**src/hw/ptu_pkg.sv**
```systemverilog
package ptu_pkg;
	////////////////////////////////////////////////////////////////////////////////
	// register offsets
	localparam logic [3:0] REG_PORT_A_DATA   = 4'h0;
	localparam logic [3:0] REG_PORT_B_DATA   = 4'h1;
	localparam logic [3:0] REG_PORT_A_DIR    = 4'h2;
	localparam logic [3:0] REG_PORT_B_DIR    = 4'h3;
	localparam logic [3:0] REG_TIMER_A_LO    = 4'h4;
	localparam logic [3:0] REG_TIMER_A_HI    = 4'h5;
	localparam logic [3:0] REG_TIMER_B_LO    = 4'h6;
	localparam logic [3:0] REG_TIMER_B_HI    = 4'h7;
	localparam logic [3:0] REG_CLOCK_TENTHS  = 4'h8;
	localparam logic [3:0] REG_CLOCK_SECONDS = 4'h9;
	localparam logic [3:0] REG_CLOCK_MINUTES = 4'ha;
	localparam logic [3:0] REG_CLOCK_HOURS   = 4'hb;
	localparam logic [3:0] REG_EVENT_STATUS  = 4'hd;
	localparam logic [3:0] REG_TIMER_A_CTRL  = 4'he;
	localparam logic [3:0] REG_TIMER_B_CTRL  = 4'hf;
	localparam int         REG_COUNT         = 16;
	////////////////////////////////////////////////////////////////////////////////
	// control register fields
	localparam int CTL_START      = 0;
	localparam int CTL_PORT_EN    = 1;
	localparam int CTL_TOGGLE     = 2;
	localparam int CTL_ONE_SHOT   = 3;
	localparam int CTL_LOAD       = 4;
	localparam int CTL_INMODE     = 5;
	localparam int CTL_INMODE_HI  = 6;
	localparam int CTL_RATE_SEL   = 7;
	localparam int CTL_ALARM_SEL  = 7;
	localparam logic [1:0] SRC_SYS_CLOCK  = 2'h0;
	localparam logic [1:0] SRC_COUNT_PIN  = 2'h1;
	localparam logic [1:0] SRC_A_UNDER    = 2'h2;
	localparam logic [1:0] SRC_A_UNDER_HI = 2'h3;
	////////////////////////////////////////////////////////////////////////////////
	// event status bits
	localparam int EVT_TIMER_A = 0;
	localparam int EVT_TIMER_B = 1;
	localparam int EVT_ALARM   = 2;
	localparam int EVT_FLAG    = 4;
	////////////////////////////////////////////////////////////////////////////////
	// reset values, pin positions, clock constants
	localparam logic [7:0]  REG_RESET        = 8'h00;
	localparam logic [15:0] LATCH_RESET      = 16'hffff;
	localparam int          PB_TIMER_A_BIT   = 6;
	localparam int          PB_TIMER_B_BIT   = 7;
	localparam int          AFTERNOON_BIT    = 7;
	localparam logic [2:0]  MAINS_PER_TENTH_60 = 3'h6;
	localparam logic [2:0]  MAINS_PER_TENTH_50 = 3'h5;
	localparam logic [3:0]  TENTH_LAST       = 4'h9;
	localparam logic [6:0]  SIXTY_LAST       = 7'h59;
	localparam logic [4:0]  HOUR_ONE         = 5'h01;
	localparam logic [4:0]  HOUR_ELEVEN      = 5'h11;
	localparam logic [4:0]  HOUR_TWELVE      = 5'h12;
endpackage

```
**src/hw/ptu_top.sv**
```systemverilog
// Overview of operation
// - each port bit drives when its direction bit is one (port B pins 6 and 7 also when port-output enable is set), else input
// - port data reads return the synchronised pin levels for all bits
// - any port B data register access pulses the handshake strobe low for one cycle
// - a falling edge on the flag pin sets the flag status bit
// - each timer has a readable down counter and a write-only latch
// - start bit runs or halts the counter, which holds while stopped
// - port-output enable puts timer A on pin 6, timer B on pin 7
// - toggle select chooses toggle output or one-cycle underflow pulse
// - toggle output goes high on start and low on reset
// - one-shot mode reloads on underflow and clears start in the same cycle
// - continuous mode reloads on underflow and keeps counting
// - force-load strobe copies latch into counter, stores nothing
// - timer A counts system cycles or count pin rising edges
// - timer B counts clock, count pin, A underflows, or gated A underflows
// - counter reloads on underflow, force load, or stopped high-byte write
// - high-byte write while running changes only the latch
// - clock keeps BCD tenths, seconds, minutes, 12-hour hours with pm bit
// - clock advances from the mains pin at 60 or 50 Hz
// - alarm shares clock offsets, write-only, selected; match sets status
// - hours write halts the clock until tenths is written
// - hours read freezes read copies until tenths is read
// - reset clears ports, direction and control, latches go all ones
// - timer A control bit 7 selects 50 Hz when one, 60 Hz when zero
module ptu_top
	import ptu_pkg::*;
(
	input  wire logic       I_CLK_SYS,
	input  wire logic       I_RST,
	input  wire logic       I_CS_N,
	input  wire logic       I_RW,
	input  wire logic [3:0] I_RS,
	input  wire logic [7:0] I_DB,
	output logic [7:0]      O_DB,
	output logic            O_DB_OE,
	input  wire logic [7:0] I_PA,
	output logic [7:0]      O_PA,
	output logic [7:0]      O_PA_OE,
	input  wire logic [7:0] I_PB,
	output logic [7:0]      O_PB,
	output logic [7:0]      O_PB_OE,
	output logic            O_HANDSHAKE_STROBE_N,
	input  wire logic       I_FLAG_N,
	input  wire logic       I_COUNT_PIN,
	input  wire logic       I_TOD_PIN
);
	////////////////////////////////////////////////////////////////////////////////
	// declarations
	logic        cs_prev_r;
	logic        access;
	logic        rd_acc;
	logic        wr_acc;
	logic [REG_COUNT-1:0] rd_sel;
	logic [REG_COUNT-1:0] wr_sel;
	logic [7:0]  rd_word [REG_COUNT];
	logic [7:0]  pa_meta_r;
	logic [7:0]  pa_sync_r;
	logic [7:0]  pb_meta_r;
	logic [7:0]  pb_sync_r;
	logic [7:0]  pra_r;
	logic [7:0]  prb_r;
	logic [7:0]  port_a_direction_r;
	logic [7:0]  port_b_direction_r;
	logic [7:0]  cra_r;
	logic [7:0]  cra_nxt;
	logic [7:0]  crb_r;
	logic [7:0]  crb_nxt;
	logic [7:0]  evt_r;
	logic [7:0]  evt_set;
	logic [7:0]  pb_out_nxt;
	logic [7:0]  pb_oe_nxt;
	logic        flag_fall;
	logic        cnt_level;
	logic        cnt_rise;
	logic        tod_rise;
	logic        ta_en;
	logic        tb_en;
	logic        ta_uf;
	logic        tb_uf;
	logic        ta_out;
	logic        tb_out;
	logic [15:0] ta_count;
	logic [15:0] tb_count;
	logic        ta_start_rise;
	logic        tb_start_rise;
	logic [3:0]  tenths_r;
	logic [6:0]  sec_r;
	logic [6:0]  min_r;
	logic [4:0]  hr_r;
	logic        pm_r;
	logic [3:0]  alm_tenths_r;
	logic [6:0]  alm_sec_r;
	logic [6:0]  alm_min_r;
	logic [4:0]  alm_hr_r;
	logic        alm_pm_r;
	logic [7:0]  snap_r [4];
	logic        frozen_r;
	logic        run_r;
	logic [2:0]  div_r;
	logic [2:0]  div_last;
	logic        tenth_tick;
	logic        ten_wrap;
	logic        sec_wrap;
	logic        min_wrap;
	logic        wr_time;
	logic        wr_alarm;
	logic        match_now;
	logic        match_prev_r;
	logic [7:0]  live_word [4];

	////////////////////////////////////////////////////////////////////////////////
	// bcd increment of a two-digit value
	function automatic logic [7:0] bcd_inc(input logic [7:0] v);
		logic [3:0] hi;
		hi = v[7:4] + 4'h1;
		bcd_inc = (v[3:0] == TENTH_LAST) ? {hi, 4'h0} : v + 8'h01;
	endfunction

	////////////////////////////////////////////////////////////////////////////////
	// bus access decode, one access per select assertion
	assign access = ~I_CS_N & cs_prev_r;
	assign rd_acc = access & I_RW;
	assign wr_acc = access & ~I_RW;

	generate
		for (genvar g = 0; g < REG_COUNT; g++) begin : g_sel
			assign rd_sel[g] = rd_acc & (I_RS == 4'(g));
			assign wr_sel[g] = wr_acc & (I_RS == 4'(g));
		end
	endgenerate

	always_ff @(posedge I_CLK_SYS or posedge I_RST) begin
		if (I_RST) begin
			cs_prev_r <= 1'b1;
			O_DB      <= REG_RESET;
			O_DB_OE   <= 1'b0;
		end else begin
			cs_prev_r <= I_CS_N;
			O_DB      <= rd_word[I_RS];
			O_DB_OE   <= ~I_CS_N & I_RW;
		end
	end

	////////////////////////////////////////////////////////////////////////////////
	// pin synchronisers
	always_ff @(posedge I_CLK_SYS or posedge I_RST) begin
		if (I_RST) begin
			pa_meta_r <= REG_RESET;
			pa_sync_r <= REG_RESET;
			pb_meta_r <= REG_RESET;
			pb_sync_r <= REG_RESET;
		end else begin
			pa_meta_r <= I_PA;
			pa_sync_r <= pa_meta_r;
			pb_meta_r <= I_PB;
			pb_sync_r <= pb_meta_r;
		end
	end

	ptu_pin_sync u_flag (
		.i_clk   (I_CLK_SYS),
		.i_rst   (I_RST),
		.i_pin   (I_FLAG_N),
		.o_level (),
		.o_rise  (),
		.o_fall  (flag_fall)
	);

	ptu_pin_sync u_count (
		.i_clk   (I_CLK_SYS),
		.i_rst   (I_RST),
		.i_pin   (I_COUNT_PIN),
		.o_level (cnt_level),
		.o_rise  (cnt_rise),
		.o_fall  ()
	);

	ptu_pin_sync u_mains (
		.i_clk   (I_CLK_SYS),
		.i_rst   (I_RST),
		.i_pin   (I_TOD_PIN),
		.o_level (),
		.o_rise  (tod_rise),
		.o_fall  ()
	);

	////////////////////////////////////////////////////////////////////////////////
	// ports, direction and handshake strobe
	assign pb_out_nxt = {crb_r[CTL_PORT_EN] ? tb_out : prb_r[PB_TIMER_B_BIT],
		cra_r[CTL_PORT_EN] ? ta_out : prb_r[PB_TIMER_A_BIT], prb_r[5:0]};
	assign pb_oe_nxt  = {port_b_direction_r[PB_TIMER_B_BIT] | crb_r[CTL_PORT_EN],
		port_b_direction_r[PB_TIMER_A_BIT] | cra_r[CTL_PORT_EN], port_b_direction_r[5:0]};

	always_ff @(posedge I_CLK_SYS or posedge I_RST) begin
		if (I_RST) begin
			pra_r                <= REG_RESET;
			prb_r                <= REG_RESET;
			port_a_direction_r               <= REG_RESET;
			port_b_direction_r               <= REG_RESET;
			O_PA                 <= REG_RESET;
			O_PA_OE              <= REG_RESET;
			O_PB                 <= REG_RESET;
			O_PB_OE              <= REG_RESET;
			O_HANDSHAKE_STROBE_N <= 1'b1;
		end else begin
			if (wr_sel[REG_PORT_A_DATA]) pra_r <= I_DB;
			if (wr_sel[REG_PORT_B_DATA]) prb_r <= I_DB;
			if (wr_sel[REG_PORT_A_DIR]) port_a_direction_r <= I_DB;
			if (wr_sel[REG_PORT_B_DIR]) port_b_direction_r <= I_DB;
			O_PA                 <= pra_r;
			O_PA_OE              <= port_a_direction_r;
			O_PB                 <= pb_out_nxt;
			O_PB_OE              <= pb_oe_nxt;
			O_HANDSHAKE_STROBE_N <= ~(rd_sel[REG_PORT_B_DATA] |
				wr_sel[REG_PORT_B_DATA]);
		end
	end

	////////////////////////////////////////////////////////////////////////////////
	// timer control registers, load bit never stored
	assign ta_start_rise = wr_sel[REG_TIMER_A_CTRL] & I_DB[CTL_START] & ~cra_r[CTL_START];
	assign tb_start_rise = wr_sel[REG_TIMER_B_CTRL] & I_DB[CTL_START] & ~crb_r[CTL_START];

	always_comb begin
		cra_nxt = cra_r;
		if (ta_uf & cra_r[CTL_ONE_SHOT]) cra_nxt[CTL_START] = 1'b0;
		if (wr_sel[REG_TIMER_A_CTRL]) cra_nxt = I_DB;
		cra_nxt[CTL_LOAD] = 1'b0;
	end

	always_comb begin
		crb_nxt = crb_r;
		if (tb_uf & crb_r[CTL_ONE_SHOT]) crb_nxt[CTL_START] = 1'b0;
		if (wr_sel[REG_TIMER_B_CTRL]) crb_nxt = I_DB;
		crb_nxt[CTL_LOAD] = 1'b0;
	end

	always_ff @(posedge I_CLK_SYS or posedge I_RST) begin
		if (I_RST) begin
			cra_r <= REG_RESET;
			crb_r <= REG_RESET;
		end else begin
			cra_r <= cra_nxt;
			crb_r <= crb_nxt;
		end
	end

	////////////////////////////////////////////////////////////////////////////////
	// count sources and the two timers
	assign ta_en = cra_r[CTL_INMODE] ? cnt_rise : 1'b1;
	assign tb_en = (crb_r[CTL_INMODE_HI:CTL_INMODE] == SRC_SYS_CLOCK) ? 1'b1 :
		(crb_r[CTL_INMODE_HI:CTL_INMODE] == SRC_COUNT_PIN) ? cnt_rise :
		(crb_r[CTL_INMODE_HI:CTL_INMODE] == SRC_A_UNDER) ? ta_uf :
		(ta_uf & cnt_level);

	ptu_timer u_timer_a (
		.i_clk        (I_CLK_SYS),
		.i_rst        (I_RST),
		.i_count_en   (ta_en),
		.i_start      (cra_r[CTL_START]),
		.i_start_rise (ta_start_rise),
		.i_toggle_sel (cra_r[CTL_TOGGLE]),
		.i_force_load (wr_sel[REG_TIMER_A_CTRL] & I_DB[CTL_LOAD]),
		.i_lat_lo_wr  (wr_sel[REG_TIMER_A_LO]),
		.i_lat_hi_wr  (wr_sel[REG_TIMER_A_HI]),
		.i_wdata      (I_DB),
		.o_count      (ta_count),
		.o_underflow  (ta_uf),
		.o_port_out   (ta_out)
	);

	ptu_timer u_timer_b (
		.i_clk        (I_CLK_SYS),
		.i_rst        (I_RST),
		.i_count_en   (tb_en),
		.i_start      (crb_r[CTL_START]),
		.i_start_rise (tb_start_rise),
		.i_toggle_sel (crb_r[CTL_TOGGLE]),
		.i_force_load (wr_sel[REG_TIMER_B_CTRL] & I_DB[CTL_LOAD]),
		.i_lat_lo_wr  (wr_sel[REG_TIMER_B_LO]),
		.i_lat_hi_wr  (wr_sel[REG_TIMER_B_HI]),
		.i_wdata      (I_DB),
		.o_count      (tb_count),
		.o_underflow  (tb_uf),
		.o_port_out   (tb_out)
	);

	////////////////////////////////////////////////////////////////////////////////
	// event status, cleared on read, a new event wins over the clear
	assign evt_set = {3'h0, flag_fall, 1'b0, match_now & ~match_prev_r, tb_uf, ta_uf};

	always_ff @(posedge I_CLK_SYS or posedge I_RST) begin
		if (I_RST) begin
			evt_r <= REG_RESET;
		end else begin
			evt_r <= (rd_sel[REG_EVENT_STATUS] ? REG_RESET : evt_r) | evt_set;
		end
	end

	////////////////////////////////////////////////////////////////////////////////
	// time of day: mains divider and bcd chain
	assign div_last   = cra_r[CTL_RATE_SEL] ? MAINS_PER_TENTH_50 - 3'h1 :
		MAINS_PER_TENTH_60 - 3'h1;
	assign tenth_tick = tod_rise & run_r & (div_r == div_last);
	assign ten_wrap   = tenth_tick & (tenths_r == TENTH_LAST);
	assign sec_wrap   = ten_wrap & (sec_r == SIXTY_LAST);
	assign min_wrap   = sec_wrap & (min_r == SIXTY_LAST);
	assign wr_time    = ~crb_r[CTL_ALARM_SEL];
	assign wr_alarm   = crb_r[CTL_ALARM_SEL];

	always_ff @(posedge I_CLK_SYS or posedge I_RST) begin
		if (I_RST) begin
			div_r    <= 3'h0;
			run_r    <= 1'b1;
			tenths_r <= 4'h0;
			sec_r    <= 7'h00;
			min_r    <= 7'h00;
			hr_r     <= 5'h00;
			pm_r     <= 1'b0;
		end else begin
			if (tod_rise & run_r) div_r <= (div_r == div_last) ? 3'h0 : div_r + 3'h1;
			if (wr_sel[REG_CLOCK_HOURS] & wr_time) run_r <= 1'b0;
			else if (wr_sel[REG_CLOCK_TENTHS] & wr_time) run_r <= 1'b1;
			if (wr_sel[REG_CLOCK_TENTHS] & wr_time) begin
				tenths_r <= I_DB[3:0];
				div_r    <= 3'h0;
			end else if (tenth_tick) begin
				tenths_r <= ten_wrap ? 4'h0 : tenths_r + 4'h1;
			end
			if (wr_sel[REG_CLOCK_SECONDS] & wr_time) sec_r <= I_DB[6:0];
			else if (ten_wrap) sec_r <= sec_wrap ? 7'h00 : 7'(bcd_inc({1'b0, sec_r}));
			if (wr_sel[REG_CLOCK_MINUTES] & wr_time) min_r <= I_DB[6:0];
			else if (sec_wrap) min_r <= min_wrap ? 7'h00 : 7'(bcd_inc({1'b0, min_r}));
			if (wr_sel[REG_CLOCK_HOURS] & wr_time) begin
				hr_r <= I_DB[4:0];
				pm_r <= I_DB[AFTERNOON_BIT];
			end else if (min_wrap) begin
				if (hr_r == HOUR_TWELVE) begin
					hr_r <= HOUR_ONE;
				end else if (hr_r == HOUR_ELEVEN) begin
					hr_r <= HOUR_TWELVE;
					pm_r <= ~pm_r;
				end else begin
					hr_r <= 5'(bcd_inc({3'h0, hr_r}));
				end
			end
		end
	end

	////////////////////////////////////////////////////////////////////////////////
	// alarm registers and match detect
	assign match_now = {alm_pm_r, alm_hr_r, alm_min_r, alm_sec_r, alm_tenths_r} ==
		{pm_r, hr_r, min_r, sec_r, tenths_r};

	always_ff @(posedge I_CLK_SYS or posedge I_RST) begin
		if (I_RST) begin
			alm_tenths_r <= 4'h0;
			alm_sec_r    <= 7'h00;
			alm_min_r    <= 7'h00;
			alm_hr_r     <= 5'h00;
			alm_pm_r     <= 1'b0;
			match_prev_r <= 1'b1;
		end else begin
			match_prev_r <= match_now;
			if (wr_sel[REG_CLOCK_TENTHS] & wr_alarm) alm_tenths_r <= I_DB[3:0];
			if (wr_sel[REG_CLOCK_SECONDS] & wr_alarm) alm_sec_r <= I_DB[6:0];
			if (wr_sel[REG_CLOCK_MINUTES] & wr_alarm) alm_min_r <= I_DB[6:0];
			if (wr_sel[REG_CLOCK_HOURS] & wr_alarm) begin
				alm_hr_r <= I_DB[4:0];
				alm_pm_r <= I_DB[AFTERNOON_BIT];
			end
		end
	end

	////////////////////////////////////////////////////////////////////////////////
	// read freeze of the time registers
	assign live_word[0] = {4'h0, tenths_r};
	assign live_word[1] = {1'b0, sec_r};
	assign live_word[2] = {1'b0, min_r};
	assign live_word[3] = {pm_r, 2'h0, hr_r};

	always_ff @(posedge I_CLK_SYS or posedge I_RST) begin
		if (I_RST) begin
			frozen_r <= 1'b0;
			for (int i = 0; i < 4; i++) snap_r[i] <= REG_RESET;
		end else begin
			if (rd_sel[REG_CLOCK_HOURS]) frozen_r <= 1'b1;
			else if (rd_sel[REG_CLOCK_TENTHS]) frozen_r <= 1'b0;
			if (rd_sel[REG_CLOCK_HOURS] & ~frozen_r) begin
				for (int i = 0; i < 4; i++) snap_r[i] <= live_word[i];
			end
		end
	end

	////////////////////////////////////////////////////////////////////////////////
	// read data selection
	assign rd_word[REG_PORT_A_DATA]   = pa_sync_r;
	assign rd_word[REG_PORT_B_DATA]   = pb_sync_r;
	assign rd_word[REG_PORT_A_DIR]    = port_a_direction_r;
	assign rd_word[REG_PORT_B_DIR]    = port_b_direction_r;
	assign rd_word[REG_TIMER_A_LO]    = ta_count[7:0];
	assign rd_word[REG_TIMER_A_HI]    = ta_count[15:8];
	assign rd_word[REG_TIMER_B_LO]    = tb_count[7:0];
	assign rd_word[REG_TIMER_B_HI]    = tb_count[15:8];
	assign rd_word[REG_CLOCK_TENTHS]  = frozen_r ? snap_r[0] : live_word[0];
	assign rd_word[REG_CLOCK_SECONDS] = frozen_r ? snap_r[1] : live_word[1];
	assign rd_word[REG_CLOCK_MINUTES] = frozen_r ? snap_r[2] : live_word[2];
	assign rd_word[REG_CLOCK_HOURS]   = frozen_r ? snap_r[3] : live_word[3];
	assign rd_word[4'hc]              = REG_RESET;
	assign rd_word[REG_EVENT_STATUS]  = evt_r;
	assign rd_word[REG_TIMER_A_CTRL]  = cra_r;
	assign rd_word[REG_TIMER_B_CTRL]  = crb_r;
endmodule

```
**src/hw/ptu_pin_sync.sv**
```systemverilog
module ptu_pin_sync (
	input  wire logic i_clk,
	input  wire logic i_rst,
	input  wire logic i_pin,
	output logic      o_level,
	output logic      o_rise,
	output logic      o_fall
);
	logic meta_r;
	logic sync_r;
	logic prev_r;

	////////////////////////////////////////////////////////////////////////////////
	// two-stage sync plus edge detect on the second stage
	always_ff @(posedge i_clk or posedge i_rst) begin
		if (i_rst) begin
			meta_r <= 1'b1;
			sync_r <= 1'b1;
			prev_r <= 1'b1;
		end else begin
			meta_r <= i_pin;
			sync_r <= meta_r;
			prev_r <= sync_r;
		end
	end

	assign o_level = sync_r;
	assign o_rise  = sync_r & ~prev_r;
	assign o_fall  = ~sync_r & prev_r;
endmodule

```
**src/hw/ptu_timer.sv**
```systemverilog
module ptu_timer
	import ptu_pkg::*;
(
	input  wire logic       i_clk,
	input  wire logic       i_rst,
	input  wire logic       i_count_en,
	input  wire logic       i_start,
	input  wire logic       i_start_rise,
	input  wire logic       i_toggle_sel,
	input  wire logic       i_force_load,
	input  wire logic       i_lat_lo_wr,
	input  wire logic       i_lat_hi_wr,
	input  wire logic [7:0] i_wdata,
	output logic [15:0]     o_count,
	output logic            o_underflow,
	output logic            o_port_out
);
	logic [15:0] latch_r;
	logic [15:0] latch_nxt;
	logic [15:0] count_r;
	logic [15:0] count_nxt;
	logic        uf_r;
	logic        uf_nxt;
	logic        tog_r;
	logic        tog_nxt;
	logic        counting;

	////////////////////////////////////////////////////////////////////////////////
	// latch and counter next values
	assign counting  = i_start & i_count_en;
	assign uf_nxt    = counting & (count_r == '0) & ~i_force_load;
	assign latch_nxt = i_lat_hi_wr ? {i_wdata, latch_r[7:0]} :
		i_lat_lo_wr ? {latch_r[15:8], i_wdata} : latch_r;
	assign count_nxt = i_force_load ? latch_r :
		(i_lat_hi_wr & ~i_start) ? {i_wdata, latch_r[7:0]} :
		uf_nxt ? latch_r :
		counting ? count_r - 16'h0001 : count_r;
	assign tog_nxt   = i_start_rise ? 1'b1 : uf_nxt ? ~tog_r : tog_r;

	always_ff @(posedge i_clk or posedge i_rst) begin
		if (i_rst) begin
			latch_r <= LATCH_RESET;
			count_r <= LATCH_RESET;
			uf_r    <= 1'b0;
			tog_r   <= 1'b0;
		end else begin
			latch_r <= latch_nxt;
			count_r <= count_nxt;
			uf_r    <= uf_nxt;
			tog_r   <= tog_nxt;
		end
	end

	assign o_count     = count_r;
	assign o_underflow = uf_nxt;
	assign o_port_out  = i_toggle_sel ? tog_r : uf_r;
endmodule

```
**config.mk**
```make
export PLATFORM = sky130hd
export DESIGN_NAME = ptu_top
export DESIGN_NICKNAME = d
export VERILOG_FILES = /design/src/hw/ptu_pkg.sv /design/src/hw/ptu_top.sv /design/src/hw/ptu_pin_sync.sv /design/src/hw/ptu_timer.sv
export SDC_FILE = /design/constraint.sdc
export NUM_CORES = 1
export LEC_CHECK = 0
export ABC_AREA = 1
export BUFFER_PORTS_ARGS = -buffer_cell sky130_fd_sc_hd__buf_2
export CAP_MARGIN = 20
export CORE_UTILIZATION = 35
export CTS_CLUSTER_SIZE = 30
export DETAILED_ROUTE_END_ITERATION = 7
export MAX_ROUTING_LAYER = met4
export PLACE_DENSITY_LB_ADDON = 0.12
export SLEW_MARGIN = 20
export SYNTH_ARGS = -nofsm -noshare
export SYNTH_HDL_FRONTEND = slang
export SYNTH_HIERARCHICAL = 1
export SYNTH_SLANG_ARGS = --single-unit
export TNS_END_PERCENT = 10
```
**constraint.sdc**
```tcl
create_clock -name I_CLK_SYS -period 17 [get_ports I_CLK_SYS]
set_clock_uncertainty 0.05 [all_clocks]
set_input_delay 1.7 -clock I_CLK_SYS [delete_from_list [all_inputs] [get_ports I_CLK_SYS]]
set_output_delay 1.7 -clock I_CLK_SYS [all_outputs]
set_load 0.02 [all_outputs]
```
After elaboration in Yosys (flattened, before gate mapping):

Cells that the tools add are included.

* register bits: 284
* bits in latches: 0
* memory bits (writable): 0
* ROM bits: 0
* bits of input ports: 35
* word-level logic and storage cells: 261
* memories: 0

* $add $sub $neg: 10
* multiply operators: 0
* divide/modulo/power cells: 0
* $lt $le $gt $ge: 1
* eq/ne operators: 27
* shift-type cells: 0
* mux-type cells: 64
* bitwise operators: 80
* reduce and logical (&&, ||, !) cells: 21

Operator list (count)
* $mux 16: 10
* $mux 7: 10
* $and 1x1->1: 57
* $mux 8: 6
* $eq 4x4->1 const B: 11
* $bmux 8 s4: 1
* $logic_not 16->1: 2
* $sub 16x1->16 const B: 2
* $mux 1: 25
* $mux 5: 5
* $eq 24x24->1: 1
* $reduce_bool 2->1: 12
* $not 1->1: 18
* $eq 4x3->1 const B: 4
* $mux 4: 4
* $add 7x1->7 const B: 2
* $eq 7x7->1 const B: 2
* $eq 5x5->1 const B: 2
* $add 3x1->3 const B: 3
* $mux 3: 3
* $eq 4x2->1 const B: 2
* $or 8x5->8: 1
* $reduce_bool 4->1: 2
* $add 5x1->5 const B: 1
* 14 further kinds: 17

Depth between registers and ports, before layout:

Gate-level depths: netlist of the first run.

* word-level depth: 17
* depth in mapped cells: 24
* depth with buffers taken out: 24

Hierarchy:

The synthesis of the first run kept the hierarchy.

By module, submodules not included
* ptu_top: instances 1, cells an instance 1074, area an instance 9248.9 um^2, sequential area each 5084.9 um^2
* ptu_timer: instances 2, cells an instance 297, area an instance 2113.3 um^2, sequential area each 890.9 um^2
* ptu_pin_sync: instances 3, cells an instance 8, area an instance 97.6 um^2, sequential area each 78.8 um^2

Worst setup path after synthesis of the first run:

Ideal clock, no wire load.

* kind: input -> register
* start point: input port I_CS_N
* end point: register u_timer_b.count_r[7] (netlist: u_timer_b/o_count[7])
* library setup time: 72 ps
* data arrival time: 3966 ps
* required time: 16878 ps
* path slack: 12912 ps
* stages on the path: 22
* path through: nor2_1 nand2_1 nor2_2 inv_2 nor2_1 inv_2 nand2_1 nor2_4 nand2_4 clkinv_1 o21ai_0 a21oi_1 nand2_1 inv_2 nand2_1 nor2_4 nand2_4 nand2_4 buf_6 o21ai_1 nand2_1 o21ai_1

* word-level cells in the longest chain between the ends: 17

Ends and longest elaborated chain
* from (decl): RTL line ptu_top.sv:30 `input wire logic I_CS_N,`
* $not 1->1 (*): RTL line ptu_top.sv:121 `assign access = ~I_CS_N & cs_prev_r;`
* $and 1x1->1 (*): RTL line ptu_top.sv:121
* $and 1x1->1 (*): RTL line ptu_top.sv:123 `assign wr_acc = access & ~I_RW;`
* $and 1x1->1 (*): RTL line ptu_top.sv:128 `assign wr_sel[g] = wr_acc & (I_RS == 4'(g));`
* $and 1x1->1 (*): RTL line ptu_top.sv:263 `.i_force_load (wr_sel[REG_TIMER_A_CTRL] & I_DB[CTL_LOAD]),`
* $not 1->1 (*): RTL line ptu_timer.sv:31 `assign uf_nxt = counting & (count_r == '0) & ~i_force_load;`
* $and 1x1->1 (*): RTL line ptu_timer.sv:31
* named net ta_uf: RTL line ptu_top.sv:78 `logic ta_uf;`
* [2 not listed]
* $mux 1 (*): RTL line ptu_top.sv:252 `(crb_r[CTL_INMODE_HI:CTL_INMODE] == SRC_COUNT_PIN) ? cnt_rise :`
* $mux 1 (*): RTL line ptu_top.sv:251 `assign tb_en = (crb_r[CTL_INMODE_HI:CTL_INMODE] == SRC_SYS_CLOCK) ? 1'b1 :`
* named net tb_en: RTL line ptu_top.sv:77 `logic tb_en;`
* $and 1x1->1 (*): RTL line ptu_timer.sv:30 `assign counting = i_start & i_count_en;`
* $and 1x1->1 (2 in a row): RTL line ptu_timer.sv:31
* $mux 16: RTL line ptu_timer.sv:36 `uf_nxt ? latch_r :`
* $mux 16: RTL line ptu_timer.sv:35 `(i_lat_hi_wr & ~i_start) ? {i_wdata, latch_r[7:0]} :`
* $mux 16: RTL line ptu_timer.sv:34 `assign count_nxt = i_force_load ? latch_r :`
* to (signal assigned): RTL line ptu_timer.sv:48 `count_r <= count_nxt;`
* to (decl): RTL line ptu_timer.sv:20 `logic [15:0] count_r;`

Mark *: on every way through the listed nets, which the timed path passes. The rest lies on a longest branch.
A chain may end at the register's enable or synchronous reset.

Worst setup path after layout of the first run:

* start point: input port I_RS[1]
* end point: register u_timer_b.count_r[9] (netlist: u_timer_b/o_count[9])

* word-level cells in the longest chain between the ends: 15

Ends and longest elaborated chain
* from (decl): RTL line ptu_top.sv:32 `input wire logic [3:0] I_RS,`
* $eq 4x4->1 (*): RTL line ptu_top.sv:128
* $and 1x1->1 (*): RTL line ptu_top.sv:128
* $and 1x1->1 (*): RTL line ptu_top.sv:263
* $not 1->1 (*): RTL line ptu_timer.sv:31
* $and 1x1->1 (*): RTL line ptu_timer.sv:31
* named net ta_uf: RTL line ptu_top.sv:78
* $and 1x1->1: RTL line ptu_top.sv:254 `(ta_uf & cnt_level);`
* $mux 1 (*): RTL line ptu_top.sv:253 `(crb_r[CTL_INMODE_HI:CTL_INMODE] == SRC_A_UNDER) ? ta_uf :`
* $mux 1 (*): RTL line ptu_top.sv:252
* $mux 1 (*): RTL line ptu_top.sv:251
* named net tb_en: RTL line ptu_top.sv:77
* $and 1x1->1 (*): RTL line ptu_timer.sv:30
* $and 1x1->1 (2 in a row): RTL line ptu_timer.sv:31
* $mux 16: RTL line ptu_timer.sv:36
* $mux 16: RTL line ptu_timer.sv:35
* $mux 16: RTL line ptu_timer.sv:34

Marks and branches as above.

==> results of run 1 <==
## metrics by stage
stage                util  area (um^2)  instances  hold slack, ns
floorplan               -        13700       1686           0.281
global placement    0.376        14500       2233           0.284
detailed placement  0.376        14500       2233           0.285
CTS                 0.407        15700       2296           0.293
global route        0.407        15700       2297           0.307
finish              0.407        15700       2297           0.290
## flip-flops by register name (all words and copies together), names as in the netlist, 8 cells and up
| signal | flops |
|---|---|
| u_timer_a/o_count | 16 |
| pb_meta_r | 8 |
| O_DB | 8 |
| O_PA | 8 |
| snap_r | 24 |
| u_timer_b/latch_r | 16 |
| pa_meta_r | 8 |
| u_timer_b/o_count | 16 |
| port_b_direction_r | 8 |
| prb_r | 8 |
| O_PB | 8 |
| O_PA_OE | 8 |
| pra_r | 8 |
| u_timer_a/latch_r | 16 |
| O_PB_OE | 8 |
| pb_sync_r | 8 |
| port_a_direction_r | 8 |
| pa_sync_r | 8 |
## power by group through the flow
| stage | combinational [mW] | sequential, mW | clock (mW) |
|---|---|---|---|
| 2_1_floorplan | 0.345 | 0.894 | 0 |
| 5_1_grt | 0.540 | 0.920 | 0.803 |
| 6_report | 0.475 | 0.904 | 0.753 |
| 3_3_place_gp | 0.469 | 0.915 | 0 |
| 3_5_place_dp | 0.473 | 0.915 | 0 |
| 4_1_cts | 0.476 | 0.905 | 0.775 |
## cell type report
cell class | count | area, um^2 | area share
Timing Repair Buffer | 84 | 453 | 0.0288
Sequential cell | 280 | 7100 | 0.451
Clock buffer | 54 | 1030 | 0.0654
Inverter | 197 | 747 | 0.0475
Clock inverter | 9 | 136 | 0.00867
Multi-Input combinational cell | 1155 | 5620 | 0.357
Tap cell | 518 | 648 | 0.0412
## metal layers
metal | wire length (um) | GRT usage | share of wire
met3 | 1350 | 0.0268 | 0.033
met4 | 1250 | 0.0745 | 0.030
met1 | 19100 | 0.284 | 0.46
met2 | 19600 | 0.338 | 0.47
met5 | 0 | - | 0
## how the worst min path moves through the flow
stage | startpoint | cells after the start | to | slack (ns)
finish | pb_meta_r[6]$_DFF_PP0_ | 0 | pb_sync_r[6]$_DFF_PP0_ | 0.29
global route | u_mains/meta_r$_DFF_PP1_ | 0 | u_mains/o_level$_DFF_PP1_ | 0.31
CTS | pb_meta_r[6]$_DFF_PP0_ | 0 | pb_sync_r[6]$_DFF_PP0_ | 0.29
detailed placement | pb_meta_r[3]$_DFF_PP0_ | 0 | pb_sync_r[3]$_DFF_PP0_ | 0.28
global placement | pb_meta_r[5]$_DFF_PP0_ | 0 | pb_sync_r[5]$_DFF_PP0_ | 0.28
floorplan | pa_meta_r[0]$_DFF_PP0_ | 0 | pa_sync_r[0]$_DFF_PP0_ | 0.28
==> run_results.csv, run 1 <==
group,metric,value,unit
worst_hold_path,hold_path_class,"flop to flop",
status,outcome,"finished clean",
placed_design,gp_congestion,0.843,
power,total_power,2.13,mW
clock_network,cts_setup_buffers,0,
critical_path,arrival,5.56,ns
critical_path,worst_setup_path_end_kind,"flop",
critical_path,endpoint,"u_timer_b/o_count[9]$_DFFE_PP1P_",
cells_and_area,area_delta_synth_final,14.5,%
clock_network,tritoncts,"yes",
floorplanning,placementRows,72,
clock_network,cts_buffers,35,
critical_path,slowest_delay,0.58,ns
run,cap_violations,0,
cells_and_area,nets,1801,
floorplanning,core,38600,um^2
timing,period_share,0.304,
power,cellPowerDensity,135,nW/um^2
grt,grt_max_degree,90,
critical_path,r2r-end,"u_timer_b/o_count[9]$_DFFE_PP1P_",
placed_design,io_buffers,76,
route,wl,41.3,mm
grt,grt_overflow,0,
timing,tns,0,ns
timing,tightest_slew,0.881,ns
timing,rsz0062_at_grt,"no",
clock_network,clkLatencyLatePin,0.52,ns
clock_network,hold_buffers,0,
grt,grt_pass1_wl,64.5,mm
timing,slew_violations,0,
critical_path,crit_type,"primary input to flop",
route,dr.first_iter.drc_count,722,
critical_path,setup.worst_path.start,"I_RS[1]",
critical_path,worstPathMaxFanout,23,
critical_path,worst-path-buf-inv,9,
power,pwr-share-clk,0.353,
route,vias_per_cell,4.86,
critical_path,rr_startpoint,"cs_prev_r$_DFF_PP1_",
clock_network,root_buffer,"clkbuf_16",
timing,fin_ws,11.84,ns
route,route.vias.total,11158,
power,peakVddDrop,79.7,uV
power,swShare,0.327,
power,comb_power_share,0.223,
route,drtPass1Iterations,5,
critical_path,reg2reg_setup_slack,12.78,ns
critical_path,cp.depth,23,
power,intPower,1.44,mW
route,wl_per_cell,18.0,um
timing,max_freq,194,MHz
power,switchingPower,0.696,mW
critical_path,critPathRequiredTime,17.40,ns
grt,track_usage,0.214,
critical_path,path_delay_family,"simple AND/OR/NAND/NOR gates",
placed_design,hpwl,28.8,mm
synthesis,yosysWarnings,6,
critical_path,worstSetupStartpointType,"primary input",
synthesis,synth.avg_cell_area,8.15,um^2
route,ant_nets,0,
timing,min_period,5.16,ns
grt,antenna_found_initial,0,
timing,finalHoldViolations,0,
cells_and_area,drive_above_1_share,0.166,
floorplanning,die-area,40100,um^2
clock_network,htree_levels,2,
floorplanning,ios,77,
route,drc_errors,0,
critical_path,critPathSlowestCell,"nor2_2",
floorplanning,die_x,200,um
power,p_leak,7.70,nW
clock_network,clock-sinks,280,
synthesis,synth.cell_area,13700,um^2
cells_and_area,mostFrequentLayoutCell,"nand2_1",
cells_and_area,filler_cell_count,4031,
critical_path,crit_chain,"buf_2, inv_2, nor2_4, buf_4, nand2_1, nor2_2, inv_2, nor2_1, inv_2, nand2_1, nor2_4, nand2_4, clkinv_1, o21ai_0, a21oi_1, nand2_1, inv_2, nor2_2, inv_2, o21ai_0, inv_1, nand2_1, nand2_1",
clock_network,ctsLongestPathBuffers,3,
critical_path,r2r_cells,21,
timing,max-slew-margin-rel,0.411,
cells_and_area,n_antenna_cell,0,
grt,grt_pass1_vias,10914,
placed_design,preCtsSetupSlack,11.37,ns
timing,setup_viol,0,
synthesis,synth_cells,1686,
clock_network,clk_transition_reported_paths,0.06,ns
synthesis,syn-num-nets,1734,
cells_and_area,final_cell_mix,"nand2_1 (524), dfrtp_1 (203), inv_1 (165)",
clock_network,postCtsResizedCells,0,
floorplanning,die_y,200,um
power,pwr-share-seq,0.424,
floorplanning,start_util,0.356,
Power figures use the tool's default switching activity.
==> run 2, diff against run 1 <==
clock period = 4.7 ns   (was 17 ns; I/O delays follow)
==> run 2 against run 1 <==
Against the previous run:
- worst hold slack lost 0.14 ns
- sequential share of layout area shrank 0.19 points
- non-clock buffer count grew 26
- worst setup slack lost 11 ns
- clock power grew to 3.1 times the previous value
- critical path type unchanged
==> run_results.csv, run 2 (synthesis results as in run 1) <==
group,metric,value,unit
cells_and_area,instances_no_fill,2317,
grt,grt_pass1_wl,64.9,mm
grt,grt_max_degree,145,
critical_path,r2r_cells,21,
critical_path,reg2reg_setup_slack,0.61,ns
route,wl_per_cell,17.9,um
clock_network,clkLatencyLatePin,0.58,ns
critical_path,r2r-end,"u_timer_b/o_count[9]$_DFFE_PP1P_",
grt,grt_pass1_vias,11122,
worst_hold_path,hold_depth,3,
clock_network,postCtsResizedCells,0,
placed_design,place_area,14600,um^2
cells_and_area,largest_reg_flops,24,
route,drc_errors,0,
timing,finalHoldViolations,0,
placed_design,dp.cells,2238,
grt,track_usage,0.215,
floorplanning,core,38600,um^2
timing,tns,0,ns
critical_path,critPathRequiredTime,5.16,ns
worst_hold_path,hold_path_class,"primary input to flop",
grt,antenna_found_initial,0,
timing,rsz0062_at_grt,"no",
critical_path,worst-path-buf-inv,8,
clock_network,clk_transition_reported_paths,0.06,ns
route,dr.first_iter.drc_count,733,
critical_path,cp_common_cell,"nand2_1",
floorplanning,die_x,200,um
critical_path,crit_type,"primary input to flop",
critical_path,cp.depth,22,
critical_path,worstSetupStartpointType,"primary input",
power,cellPowerDensity,465,nW/um^2
clock_network,tritoncts,"yes",
critical_path,arrival,4.59,ns
timing,setup_viol,0,
floorplanning,die_y,200,um
placed_design,hpwl,28.5,mm
route,wl,41.5,mm
power,p_leak,7.76,nW
grt,grt_overflow,0,
status,outcome,"finished clean",
timing,max_freq,242,MHz
clock_network,root_buffer,"clkbuf_16",
placed_design,io_buffers,76,
floorplanning,die-area,40100,um^2
timing,hold_ws,0.147,ns
clock_network,clock-sinks,280,
clock_network,cts_buffers,31,
critical_path,path_delay_family,"simple AND/OR/NAND/NOR gates",
timing,tightest_slew,0.867,ns
cells_and_area,nets,1823,
worst_hold_path,whs_endpoint,"O_DB_OE$_DFF_PP0_",
timing,min_period,4.13,ns
route,ant_nets,0,
critical_path,critPathSlowestCell,"nor2_2",
critical_path,crit_chain,"dlygate4sd3_1, buf_2, nor2_1, nand2_1, nor2_2, inv_2, nor2_1, inv_2, nand2_1, nor2_4, nand2_4, clkinv_1, o21ai_0, a21oi_1, nand2_1, inv_2, nor2_2, inv_2, o21ai_0, inv_1, nand2_1, nand2_1",
clock_network,cts_setup_buffers,0,
cells_and_area,final_cell_mix,"nand2_1 (524), dfrtp_1 (203), inv_1 (165)",
cells_and_area,mostFrequentLayoutCell,"nand2_1",
power,peakVddDrop,280,uV
worst_hold_path,hp-start,"I_RW",
critical_path,worstPathMaxFanout,16,
cells_and_area,fin_area,15800,um^2
route,vias_per_cell,4.84,
critical_path,slowest_delay,0.58,ns
clock_network,ctsLongestPathBuffers,3,
floorplanning,start_util,0.356,
floorplanning,placementRows,72,
timing,period_share,0.879,
cells_and_area,area_delta_synth_final,14.9,%
placed_design,gp_congestion,0.874,
clock_network,htree_levels,1,
critical_path,worst_setup_path_end_kind,"flop",
run,cap_violations,0,
route,drtPass1Iterations,5,
route,route.vias.total,11206,
floorplanning,ios,77,
cells_and_area,drive_above_1_share,0.166,
timing,max-slew-margin-rel,0.421,
cells_and_area,n_antenna_cell,0,
cells_and_area,regMostFlops,"snap_r",
timing,slew_violations,0,
critical_path,rr_startpoint,"cs_prev_r$_DFF_PP1_",
-- run 2: cell count changes in the layout (fill, tap and decap cells not counted), sizes merged --
cell,delta
inv,-2
clkinv,+10
clkinvlp,-3
dlygate4sd3,+21
buf,+5
clkbuf,-9
bufinv,-2
-- run 2: repair_timing --
item,CTS,global route
endpoints found under the setup margin,0,0
hold buffers,21,0
hold endpoints to repair,30,0
-- run 2: stage by stage --
step / power, mW / utilization / setup slack (ns)
3_3_place_gp: 5.00 / 0.378 / 0.665
3_5_place_dp: 5.01 / 0.378 / 0.542
5_1_grt: 7.81 / 0.409 / 0.175
2_1_floorplan: 4.48 / - / 1.55
6_report: 7.34 / 0.409 / 0.569
4_1_cts: 7.42 / 0.408 / 0.594
-- run 2: layer usage --
| metal | vias to the layer above | track usage | share of wire |
|---|---|---|---|
| met3 | 65 | 0.0255 | 0.033 |
| li1 | 5579 | - | - |
| met4 | 0 | 0.0593 | 0.028 |
| met1 | 5349 | 0.286 | 0.46 |
| met2 | 213 | 0.347 | 0.47 |
| met5 | - | - | 0 |
-- run 2: worst max path at each step --
| stage | to | slack [ns] | startpoint |
|---|---|---|---|
| finish | u_timer_b/o_count[9]$_DFFE_PP1P_ | 0.57 | I_CS_N |
| global route | u_timer_b/o_count[9]$_DFFE_PP1P_ | 0.17 | I_CS_N |
| CTS | u_timer_b/o_count[9]$_DFFE_PP1P_ | 0.59 | I_CS_N |
| detailed placement | u_timer_b/o_count[9]$_DFFE_PP1P_ | 0.54 | I_CS_N |
| global placement | u_timer_b/o_count[13]$_DFFE_PP1P_ | 0.66 | I_CS_N |
| floorplan | O_DB[0]$_DFF_PP0_ | 1.55 | I_RST |
-- run 2: layout make-up --
cell class,instances,area (um^2)
clock buffer,45,888
clock inverter,12,88.8
fill,3951,22800
inverter,197,743
multi-input combinational,1155,5620
sequential,280,7100
tap,518,648
timing repair buffer,110,713
-- run 2: power by group --
part | total (mW) | leakage (nW) | internal (mW) | switching [mW]
sequential | 3.26 | 3.39 | 2.91 | 0.351
clock | 2.35 | 0.492 | 1.36 | 0.998
combinational | 1.72 | 3.87 | 0.612 | 1.11
total | 7.34 | 7.76 | 4.88 | 2.46
-- run 2: tightest hold or removal path: cells and delay by family --
family / cells / cell delay, ns
and+or+nand+nor: 1 / 0.05
buffers and inverters: 2 / 0.21
==> run 3, diff against run 2 <==
CORE_MARGIN = 5   (was default)
TNS_END_PERCENT = 20   (was 10)
==> run 3 against run 2 <==
Against the previous run:
- wire length is 1.6% higher
- power is 5.1% higher
- utilization is 0.36 points higher
- clock-buffer cell count is 1 lower
- cell area is 1.1% higher
- sequential power hardly changed
- global-route usage is 1.5 points lower
- worst setup slack worse by 0.18 ns
- die area is 8.2% higher
- combinational power hardly changed
- non-clock buffer count is 1 higher
- clock power is 16% higher
==> run_results.csv, run 3 (synthesis results as in run 1) <==
group,metric,value,unit
timing,tns,0,ns
floorplanning,die_y,208,um
timing,period_share,0.916,
cells_and_area,mostFrequentLayoutCell,"nand2_1",
power,peakVddDrop,289,uV
clock_network,ctsLongestPathBuffers,3,
clock_network,hold_buffers,21,
cells_and_area,drive_above_1_share,0.168,
floorplanning,die-area,43300,um^2
grt,grt_overflow,0,
timing,min_period,4.31,ns
route,ant_nets,0,
clock_network,htree_levels,2,
grt,grt_pass1_wl,66.6,mm
timing,max_freq,232,MHz
placed_design,hpwl,29.4,mm
timing,tightest_slew,1.00,ns
route,wl_per_cell,18.2,um
cells_and_area,fin_util,0.412,
power,cellPowerDensity,483,nW/um^2
route,met3_length,1.58,mm
clock_network,postCtsResizedCells,0,
floorplanning,die_x,208,um
floorplanning,core,38700,um^2
grt,grt_pass1_vias,11260,
clock_network,root_buffer,"clkbuf_16",
cells_and_area,fin_area,16000,um^2
critical_path,r2r_cells,21,
critical_path,worst_setup_path_end_kind,"flop",
clock_network,cts_setup_buffers,0,
floorplanning,start_util,0.355,
critical_path,crit_type,"primary input to flop",
clock_network,clkLatencyLatePin,0.54,ns
route,vias_per_cell,4.86,
cells_and_area,area_delta_synth_final,16.2,%
worst_hold_path,whs_endpoint,"O_DB_OE$_DFF_PP0_",
worst_hold_path,hp-start,"I_RW",
clock_network,cts_buffers,34,
clock_network,tritoncts,"yes",
cells_and_area,largest_reg_flops,24,
power,p_leak,7.83,nW
route,wl_met1,19.2,mm
route,drc_errors,0,
floorplanning,ios,77,
clock_network,clk_transition_reported_paths,0.05,ns
placed_design,io_buffers,76,
clock_network,clock-sinks,280,
route,wl,42.2,mm
floorplanning,placementRows,72,
cells_and_area,regMostFlops,"snap_r",
grt,antenna_found_initial,2,
critical_path,worstPathMaxFanout,16,
critical_path,rr_startpoint,"cs_prev_r$_DFF_PP1_",
status,outcome,"finished clean",
worst_hold_path,hold_path_class,"primary input to flop",
grt,grt_max_degree,140,
critical_path,critPathRequiredTime,5.11,ns
cells_and_area,final_cell_mix,"nand2_1 (524), dfrtp_1 (203), inv_1 (165)",
critical_path,reg2reg_setup_slack,0.47,ns
critical_path,arrival,4.71,ns
critical_path,worstSetupStartpointType,"primary input",
route,route.vias.total,11286,
grt,track_usage,0.201,
placed_design,place_area,14600,um^2
cells_and_area,filler_cell_count,4000,
route,route.top_layer_used,"met4",
route,dr.first_iter.drc_count,721,
route,wl_met2,20.3,mm
route,drtPass1Iterations,5,
timing,rsz0062_at_grt,"no",
timing,finalHoldViolations,0,
timing,max-slew-margin-rel,0.329,
timing,setup_viol,0,
critical_path,r2r-end,"u_timer_b/o_count[15]$_DFFE_PP1P_",
run,cap_violations,0,
cells_and_area,nets,1827,
timing,slew_violations,0,
worst_hold_path,hold_depth,3,
placed_design,gp_congestion,0.888,
[run 3: cell types whose count changed in the layout (fill, tap and decap cells not counted), sizes merged]
cell    delta
bufinv     +4
clkinv     -3
inv        +3
diode      +2
buf        +1
clkbuf     -1
[run 3: per-stage QoR]
step	hold slack, ns	power [mW]	setup WS (ns)	instances
final	0.180	7.72	0.394	2323
after detailed placement	0.285	5.02	0.524	2240
after global routing	0.160	8.20	0.107	2323
after global placement	0.283	5.01	0.644	2239
after floorplan	0.281	4.48	1.55	1686
after CTS	0.144	7.80	0.524	2321
[run 3: layout make-up]
cell class / instances / area [um^2] / area share
well taps: 518 / 648 / 0.0406
diodes: 2 / 5.00 / 0.000313
flip-flops and latches: 280 / 7100 / 0.445
clock buffers: 44 / 908 / 0.0569
clock inverters: 16 / 231 / 0.0145
repair buffers: 111 / 721 / 0.0451
inverters: 197 / 743 / 0.0465
multi-input cells: 1155 / 5620 / 0.352
[run 3: per-layer routing]
| metal | vias to the layer above | global-route usage |
|---|---|---|
| li1 | 5578 | - |
| met3 | 71 | 0.0316 |
| met5 | - | - |
| met4 | 0 | 0.0514 |
| met2 | 214 | 0.333 |
| met1 | 5423 | 0.259 |
[run 3: worst max path at each step]
stage               startpoint                           endpoint  slack (ns)
CTS                     I_CS_N  u_timer_b/o_count[15]$_DFFE_PP1P_        0.52
global placement        I_CS_N  u_timer_b/o_count[13]$_DFFE_PP1P_        0.64
floorplan                I_RST                  O_DB[0]$_DFF_PP0_        1.55
global route            I_CS_N  u_timer_b/o_count[15]$_DFFE_PP1P_        0.11
finish                  I_CS_N  u_timer_b/o_count[15]$_DFFE_PP1P_        0.39
detailed placement      I_CS_N  u_timer_b/o_count[14]$_DFFE_PP1P_        0.52
[run 3: power breakdown]
part           leakage (nW)  switching, mW  internal [mW]
clock network         0.562           1.07           1.65
registers              3.39          0.353           2.91
logic                  3.88           1.12          0.612
total                  7.83           2.54           5.18
[run 3: worst max-delay path, cell delays in order]
cell           delay, ns
dlygate4sd3_1       0.53
buf_2               0.14
nor2_1              0.15
nand2_1             0.24
nor2_2              0.36
inv_2               0.13
nor2_1              0.33
inv_2               0.19
nand2_1             0.15
nor2_4              0.08
nand2_4             0.13
clkinv_1            0.16
o21ai_0             0.12
a21oi_1             0.11
nand2_1             0.12
inv_2               0.05
nor2_2              0.60
inv_2               0.32
o21ai_0             0.16
inv_1               0.06
nand2_1             0.06
nand2_1             0.05
